--- config.mk ---
export PLATFORM = sky130hd
export DESIGN_NAME = ptibd_top
export DESIGN_NICKNAME = d
export VERILOG_FILES = /design/src/ptibd_pkg.sv /design/src/ptibd_top.sv
export VERILOG_INCLUDE_DIRS = /design/src
export SDC_FILE = /design/constraint.sdc
export NUM_CORES = 1
export LEC_CHECK = 0
export BUFFER_PORTS_ARGS = -buffer_cell sky130_fd_sc_hd__buf_4
export CAP_MARGIN = 20
export CORE_MARGIN = 2
export CORE_UTILIZATION = 57
export DETAILED_ROUTE_END_ITERATION = 6
export PLACE_DENSITY = 0.82
export SYNTH_ARGS = -nofsm -noshare
export SYNTH_HDL_FRONTEND = slang
export SYNTH_SLANG_ARGS = --single-unit
export TNS_END_PERCENT = 1
--- constraint.sdc ---
create_clock -name clk_sys -period 7.6 [get_ports clk_sys]
set_clock_uncertainty 0.05 [all_clocks]
set_input_delay 0.38 -clock clk_sys [delete_from_list [all_inputs] [get_ports clk_sys]]
set_output_delay 0.38 -clock clk_sys [all_outputs]
set_load 0.02 [all_outputs]
--- src/ptibd_params.svh ---
`ifndef PTIBD_PARAMS_SVH
`define PTIBD_PARAMS_SVH
// ----------------------------------------------------------------------
// register offsets in configuration space
// ----------------------------------------------------------------------
`define PTIBD_OFS_FIRST_BAR   8'h10
`define PTIBD_OFS_IMG0_HOME   8'h18
`define PTIBD_OFS_IMG1        8'h1c
// ----------------------------------------------------------------------
// field positions
// ----------------------------------------------------------------------
`define PTIBD_BIT_SPACE       0
`define PTIBD_BIT_PREFETCHABLE_FLAG        3
`define PTIBD_MSG_LO          12
`define PTIBD_IMG_LO          16
// eeprom enable bits: byte 7 bit 5, byte 8 bit 7
`define PTIBD_EE_IMG0_BYTE    7
`define PTIBD_EE_IMG0_BIT     5
`define PTIBD_EE_IMG1_BYTE    8
`define PTIBD_EE_IMG1_BIT     7
// ----------------------------------------------------------------------
// reset values and reserved messaging pages
// ----------------------------------------------------------------------
`define PTIBD_RST_BASE        16'h0000
`define PTIBD_RST_MSG         20'h00000
`define PTIBD_MSG_RSVD_TOP    20'h00001
`endif

--- src/ptibd_pkg.sv ---
package ptibd_pkg;
  // host-side configuration access
  typedef struct packed {
    logic        cfgWr;
    logic        cfgRd;
    logic [7:0]  cfgAddr;
    logic [31:0] cfgWdata;
  } ptibd_cfg_t;
  // local-bus side image setup
  typedef struct packed {
    logic       prefetchable_flag;
    logic       space;
    logic [3:0] blockSize;
    logic       prefEn;
  } ptibd_img_t;
  typedef enum logic [1:0] {PTIBD_NONE, PTIBD_HIT0, PTIBD_HIT1, PTIBD_HITM}
    ptibd_claim_t;
endpackage

--- src/ptibd_top.sv ---
`timescale 1ns/1ps
`default_nettype none
`include "ptibd_params.svh"
module ptibd_top
  import ptibd_pkg::*;
(
  input  wire logic         clk_sys,
  input  wire logic         rstn,
  input  wire logic         clkEn,
  input  wire ptibd_cfg_t   cfgReq,
  output logic      [31:0]  cfgRdata,
  output logic              cfgHitRegSpace,
  input  wire logic         idLoadStrap,
  input  wire logic         pciDisableStrap,
  input  wire logic         eeLoading,
  input  wire logic         eeImg0Bit,
  input  wire logic         eeImg1Bit,
  input  wire logic         eePrefLoad,
  input  wire logic  [1:0]  eePrefVal,
  input  wire logic         messagingEnable,
  input  wire ptibd_img_t   img0Cfg,
  input  wire ptibd_img_t   img1Cfg,
  input  wire logic         localPrefWr,
  input  wire logic  [1:0]  localPrefVal,
  input  wire logic         addrPhase,
  input  wire logic  [31:0] addrAd,
  input  wire logic         addrIsIo,
  output logic              claimImg0,
  output logic              claimImg1,
  output logic              claimMsg,
  output logic              prefetchImg0,
  output logic              prefetchImg1
);
  // ----------------------------------------------------------------------
  // state
  // ----------------------------------------------------------------------
  logic [15:0] base_q [2];
  logic [1:0]  prefetchable_flag_q;
  logic [19:0] msgBase_q;
  logic        inRst_q;
  logic        strapId_q;
  logic        strapDis_q;
  logic [1:0]  imgEn;
  logic [3:0]  bsz   [2];
  logic        spc   [2];
  logic [15:0] wrMask [2];
  logic [15:0] cmpMask [2];
  logic [1:0]  hit;
  logic [7:0]  ofsImg0;
  logic        selImg0;
  logic        selImg1;
  logic        selMsg;
  logic        wrOk;

  assign bsz[0] = img0Cfg.blockSize;
  assign bsz[1] = img1Cfg.blockSize;
  assign spc[0] = img0Cfg.space;
  assign spc[1] = img1Cfg.space;

  // straps caught in the first clocked cycle after reset release
  always_ff @(posedge clk_sys)
  begin
    if (!rstn)
      inRst_q <= 1'b1;
    else if (clkEn)
      inRst_q <= 1'b0;
  end

  always_ff @(posedge clk_sys)
  begin
    if (!rstn)
    begin
      strapId_q  <= 1'b0;
      strapDis_q <= 1'b0;
    end
    else if (clkEn && inRst_q)
    begin
      strapId_q  <= idLoadStrap;
      strapDis_q <= pciDisableStrap;
    end
  end

  // ----------------------------------------------------------------------
  // image enables and address layout
  // ----------------------------------------------------------------------
  assign imgEn[0] = (strapId_q & eeImg0Bit) | strapDis_q;
  assign imgEn[1] = (strapId_q & eeImg1Bit) | strapDis_q;
  // image 0 swaps to the first bar when messaging is on
  assign ofsImg0 = messagingEnable ? `PTIBD_OFS_FIRST_BAR
                                   : `PTIBD_OFS_IMG0_HOME;
  assign selImg0 = cfgReq.cfgAddr == ofsImg0;
  assign selImg1 = cfgReq.cfgAddr == `PTIBD_OFS_IMG1;
  // register space moves into the old image 0 slot
  assign selMsg  = messagingEnable &&
                   cfgReq.cfgAddr == `PTIBD_OFS_IMG0_HOME;
  assign wrOk    = cfgReq.cfgWr && !eeLoading;

  // ----------------------------------------------------------------------
  // per-image masks, writes and decode
  // ----------------------------------------------------------------------
  genvar gi;
  generate
    for (gi = 0; gi < 2; gi++)
    begin : g_img
      // ones above the block: writable and compared lines
      assign wrMask[gi]  = 16'hffff << bsz[gi];
      assign cmpMask[gi] = wrMask[gi];
      assign hit[gi] = addrPhase && imgEn[gi] && (spc[gi] == addrIsIo) &&
                       ((addrAd[31:16] & cmpMask[gi]) ==
                        (base_q[gi] & cmpMask[gi]));

      // base field, zero on bus reset
      always_ff @(posedge clk_sys)
      begin
        if (!rstn)
          base_q[gi] <= `PTIBD_RST_BASE;
        else if (clkEn && wrOk && imgEn[gi] &&
                 (gi == 0 ? (selImg0 && !messagingEnable) : selImg1))
          base_q[gi] <= cfgReq.cfgWdata[31:16] & wrMask[gi];
      end

      // prefetchable flag: eeprom or local bus, never pci
      always_ff @(posedge clk_sys)
      begin
        if (!rstn)
          prefetchable_flag_q[gi] <= 1'b0;
        else if (clkEn && eePrefLoad)
          prefetchable_flag_q[gi] <= eePrefVal[gi];
        else if (clkEn && localPrefWr && !eeLoading)
          prefetchable_flag_q[gi] <= localPrefVal[gi];
      end
    end
  endgenerate

  // messaging base: no reset at all
  always_ff @(posedge clk_sys)
  begin
    if (clkEn && wrOk && messagingEnable && selImg0)
      msgBase_q <= cfgReq.cfgWdata[31:12];
  end

  // ----------------------------------------------------------------------
  // read mux, registered data
  // ----------------------------------------------------------------------
  logic [31:0] rdImg [2];
  logic [31:0] rdNext;
  assign rdImg[0] = imgEn[0] ? {base_q[0], 12'h000, prefetchable_flag_q[0], 2'b00,
                               spc[0]} : 32'h0000_0000;
  assign rdImg[1] = imgEn[1] ? {base_q[1], 12'h000, prefetchable_flag_q[1], 2'b00,
                               spc[1]} : 32'h0000_0000;
  // messaging bar (first bar) shows base, space bit reads 0
  assign rdNext = (messagingEnable && selImg0) ? {msgBase_q, 12'h000} :
                  selImg0 ? rdImg[0] :
                  selImg1 ? rdImg[1] : 32'h0000_0000;

  always_ff @(posedge clk_sys)
  begin
    if (!rstn)
      cfgRdata <= 32'h0000_0000;
    else if (clkEn && cfgReq.cfgRd)
      cfgRdata <= rdNext;
  end

  // ----------------------------------------------------------------------
  // claims
  // ----------------------------------------------------------------------
  logic        msgHit;
  logic [19:0] msgOfs;
  // page offset into the messaging window
  assign msgOfs = addrAd[31:12] - msgBase_q;
  // above the reserved lowest 4K only
  assign msgHit = addrPhase && messagingEnable && !addrIsIo &&
                  msgOfs >= `PTIBD_MSG_RSVD_TOP &&
                  msgOfs < 20'h00010;
  assign claimImg0 = hit[0] & ~messagingEnable;
  assign claimImg1 = hit[1];
  assign claimMsg  = msgHit | (hit[0] & messagingEnable);
  assign cfgHitRegSpace = selMsg | (!messagingEnable &&
                          cfgReq.cfgAddr == `PTIBD_OFS_FIRST_BAR);
  // flag alone never starts local prefetch
  assign prefetchImg0 = img0Cfg.prefEn;
  assign prefetchImg1 = img1Cfg.prefEn;
endmodule
`default_nettype wire

After elaboration in Yosys (flattened, before gate mapping)

Memories as Yosys holds them, arrays and structs flattened.
Cells that the tools add are included.

Bits in registers: 57
Memory bits (writable): 32
Input port bits: 105
Output and inout port bits: 38
Word-level logic and storage cells: 88
Memories kept: 1

Memory list:

| name   | depth | width | read ports | clocked after Yosys merged registers in | write ports | line            | text |
|---|---|---|---|---|---|---|---|
| base_q | 2     | 16    | 2          | 0                                       | 2           | ptibd_top.sv:37 | `logic [15:0] base_q [2];` |

Add/subtract/negate cells: 1
$lt $le $gt $ge: 2
Equality and inequality tests: 8
Shifts and indexed selects: 2
Mux-type cells: 19
Bitwise operators: 17
Reduce and logical (&&, ||, !) cells: 31

Operators with widths:

| operator                                                     | number |
|---|---|
| 2-to-1 mux 32 bit                                            | 5 |
| bitwise AND 16 bit                                           | 6 |
| equality test 16 bit                                         | 2 |
| 2-to-1 mux 16 bit                                            | 2 |
| left shift 16 x 4 -> 16 bit (first input constant)           | 2 |
| logical AND 1 bit                                            | 27 |
| equality test 8 x 5 -> 1 bit (second input constant)         | 3 |
| >= comparator 20 x 1 -> 1 bit (second input constant)        | 1 |
| less-than comparator 20 x 5 -> 1 bit (second input constant) | 1 |
| subtractor 20 bit                                            | 1 |
| 2-to-1 mux 1 bit                                             | 11 |
| equality test 8 x 5 -> 1 bit                                 | 1 |
| OR 1 bit                                                     | 6 |
| bitwise AND 1 bit                                            | 4 |
| 2-to-1 mux 4 bit                                             | 1 |
| logical NOT 1 bit                                            | 3 |
| equality test 1 bit                                          | 2 |
| nonzero test 2 bit                                           | 1 |
| inverter 1 bit                                               | 1 |

Logic depth before layout (Yosys ltp)

Depth in word-level cells: 9
Depth in mapped cells: 12
Depth with buffers taken out: 12

Worst setup path after synthesis

OpenSTA, ideal clock, no wires.

Path type: input to output
Start: in addrAd[12]
End: out claimMsg
Arrival: 2642 ps
Data required time: 7170 ps
Slack: 4528 ps
Stages on the path: 12
Buffers on the path: 0
Cell sequence: inv_1 ha_1 inv_1 fa_1 a211oi_1 o21ai_0 o21ai_1 o22ai_1 a2111oi_0 o2111a_1 nand4_1 o21ai_0

Longest elaborated chain between the ends: 5
Elaborated cells between the ends (all ways): 6
Classes of those cells: 1 x add/sub; 2 x order compare; 1 x bitwise; 2 x reduce/logical

Ends and longest elaborated chain:

| element                                 | line             | text |
|---|---|---|
| start: declaration                      | ptibd_top.sv:26  | `input wire logic [31:0] addrAd,` |
| subtractor 20 bit *                     | ptibd_top.sv:170 | `assign msgOfs = addrAd[31:12] - msgBase_q;` |
| >= comparator 20 x 1 -> 1 bit (no line) | --               |  |
| logical AND 1 bit (no line)             | --               |  |
| logical AND 1 bit *                     | ptibd_top.sv:172 | `assign msgHit = addrPhase && messagingEnable && !addrIsIo &&` |
| OR 1 bit *                              | ptibd_top.sv:177 | `assign claimMsg = msgHit \| (hit[0] & messagingEnable);` |
| end: declaration                        | ptibd_top.sv:30  | `output logic claimMsg,` |

Mark *: on every way between the ends. The rest lies on a longest branch, timed or not.

Worst setup path after layout

Start: reg msgBase_q[0]
End: out claimMsg

Longest elaborated chain between the ends: 5
Elaborated cells between the ends (all ways): 6
Classes of those cells: 1 x add/sub; 2 x order compare; 1 x bitwise; 2 x reduce/logical

Ends and longest elaborated chain:

| element                                 | line             | text |
|---|---|---|
| start: declaration                      | ptibd_top.sv:39  | `logic [19:0] msgBase_q;` |
| start signal: assignment                | ptibd_top.sv:139 | `msgBase_q <= cfgReq.cfgWdata[31:12];` |
| subtractor 20 bit *                     | ptibd_top.sv:170 |  |
| >= comparator 20 x 1 -> 1 bit (no line) | --               |  |
| logical AND 1 bit (no line)             | --               |  |
| logical AND 1 bit *                     | ptibd_top.sv:172 |  |
| OR 1 bit *                              | ptibd_top.sv:177 |  |

Marks and branches as above.

==> run metrics <==
Tcrit/Tclk final 0.508; CTS H-tree lvls 3; Fin Setup TNS 0 ns; post-synthesis register bit count 79; DR pass1 iterations 5; Top cell by count, worst path o21ai_0; Fin Hold WS 0.143 ns; Synth Instances 566; pre-CTS setup slack 3.98 ns; most numerous cell in the Yosys netlist edfxtp_1; Synth Cell Area 5150 um2; post-CTS sizing 0; Antenna Nets Post-Route 0; CP Buf/Inv Count 2; CTS clk-pin slew, worst paths 0.09 ns; clk_lat worst skew 0.36 ns; WL final 15500 um; area grow syn2layout 19.7%; GRT Total Usage 0.319; VDD IR max 0.125 mV; Synth async-reset ratio 0; area leader, netlist edfxtp_1; setup bufs post-CTS 0; Initial Util 0.590; CTS root buffer clkbuf_8; GPL Wtd Cong 0.934; largest net degree at the start of global routing 23; Max-slew headroom 0.392; Worst Path Class, Setup reg2out; Final WS setup 3.74 ns; CTS max path bufs 2; PortBufs 102; critical path's slowest cell a211oi_1; Post-CTS Hold Buffers 0; Yosys top cell area share 0.303; Iter 0 DRT Violations 361; clock sink total 79; status complete, no violations; synth warn 0; detailed placement HPWL 11400 um; crit path DAT 3.43 ns; Avg Inst Size Synth 9.09 um2; Avg WL per Cell 20.2 um; delay of the slowest cell on the worst path 0.43 ns; fin nets 779; Setup-failing EPs final 0; Achievable Freq 259 MHz; first-pass GRT wire length 24400 um; maxcap violations 0; fin. max-slew vios 0; PwrDens 164 nW/um2; ranking of synthesized cells by area edfxtp_1 30%, dfxtp_1 11%, ha_1 4.6%; worst path cell trace ha_1 > inv_1 > fa_1 > a211oi_1 > o21ai_0 > o21ai_1 > o22ai_1 > a2111oi_0 > o2111a_1 > nand4_1 > o21ai_0 > buf_4; critical path fanouts, max 4; worst path required time 7.17 ns; layout cells sized above 1 0.193; DRC Markers 0; GRT overflow 0; RSZ-0062 raised after global routing false; DR vias 4871; die span in y 99.0 um; initial antenna violation count 0; post-synthesis sequential area ratio 0.408; crit start category flip-flop; predominant post-synthesis flop cell edfxtp_1; CTS Buf Count 9; TritonCTS clock tree done; Post-synth EDFFs 52; io pins 143; final hold viol count 0; min-delay worst type in2reg; ant diodes 0; fill cell count 677; core footprint 8720 um2; commonest cells in the netlist 52 x edfxtp_1, 48 x nand2_1, 45 x a21oi_1; Top delay family on crit path compound AO/OA/AOI/OAI gates; routed vias/inst 6.35; Worst Tran Pin Value 0.910 ns; die area 9800 um2; minimum clock period 3.86 ns; number of global-route vias before repair 4738; Reg2Reg Setup Slack 5.31 ns; leakage dissipation 2.65 nW; FP Rows 34; Crit. End Element output pin; Synth cell types 64; die width 99.0 um
## worst reg2reg max path: stages, from the launching register on
cell and delay (ns):
dfxtp_1 0.38, a21oi_1 0.12, nor4b_2 0.25, buf_4 0.31, and3_1 0.42, and2b_1 0.29, and2b_1 0.18, and3_1 0.15
## routing by layer
metal,vias up,track usage,wire [um]
li1,2260,-,-
met1,2302,0.424,6130
met2,276,0.525,7560
met3,33,0.0475,1440
met4,0,0.130,383
met5,-,0,0
## worst paths after layout
path,startpoint,to,depth (start not counted)
worst max-delay path,msgBase_q[0],claimMsg,12
worst min-delay path,cfgReq[15],msgBase_q[3],1
worst max register to register,strapId_q,base_q[0][0],7
worst min register to register,cfgRdata[12],cfgRdata[12],2
## report_power, final
group / switching [W] / internal, W / total, W
Clock: 0.000168 / 0.000187 / 0.000355
Sequential: 0.00000901 / 0.000470 / 0.000479
Combinational: 0.000103 / 0.0000753 / 0.000179
## metrics by stage
step                utilization  area (um2)  total power, W  cells
floorplan                     -        5180        0.000590    575
global placement          0.678        5910        0.000658    750
detailed placement        0.678        5910        0.000662    750
CTS                       0.703        6130         0.00101    766
global route              0.706        6160         0.00104    767
finish                    0.706        6160         0.00101    767
## sequential cells by signal (all words and copies together), names as in the netlist
| register | cells |
|---|---|
| base_q | 32 |
| cfgRdata | 22 |
| inRst_q | 1 |
| msgBase_q | 20 |
| strapId_q | 1 |
| strapDis_q | 1 |
| prefetchable_flag_q | 2 |
## final cells by class
class	count	area (um2)	area share
Sequential cell	79	2100	0.341
Multi-Input combinational cell	426	2760	0.449
Inverter	32	120	0.0195
Clock buffer	10	128	0.0207
Tap cell	108	135	0.0219
Clock inverter	6	95.1	0.0154
Timing Repair Buffer	106	816	0.132
## logic make-up (layout without fill, tap and decap cells)
logic type	Yosys count	in the layout	share of synthesized area
AND/OR/NAND/NOR	184	184	0.188
AO/OA/AOI/OAI	168	168	0.214
flip-flops	79	79	0.408
buffers and inverters	70	154	0.0630
XOR/XNOR	41	41	0.0698
adder cells (fa/ha/maj)	21	21	0.0520
multiplexers	2	2	0.00389
other	1	10	0.000729
## cells in the final DEF, fill, tap and decap left out, types with 4 or more instances in the layout
cell       synthesis  final
dfxtp_1           27     27
conb_1             1     10
and3_1            27     27
nand3_1           18     18
nor2_1            27     27
nor3_1            11      9
xor2_1            21     21
nand4_1            5      5
edfxtp_1          52     52
clkbuf_8           0      9
clkinv_4           0      4
nand2_1           48     48
ha_1              19     19
and2_1             9      9
a221oi_1          21     21
a2111oi_0          4      4
a21oi_1           45     45
o21a_1             5      5
a21o_1             7      7
buf_4             13    105
nand2b_1           9      9
inv_1             31     31
and3b_1            4      4
o211ai_1           7      7
o2111ai_1          4      4
nor4_1             6      6
o21ai_0           43     43
xnor2_1           20     20
o22ai_1            4      4
Note: power is estimated with default switching activity, not from simulation.
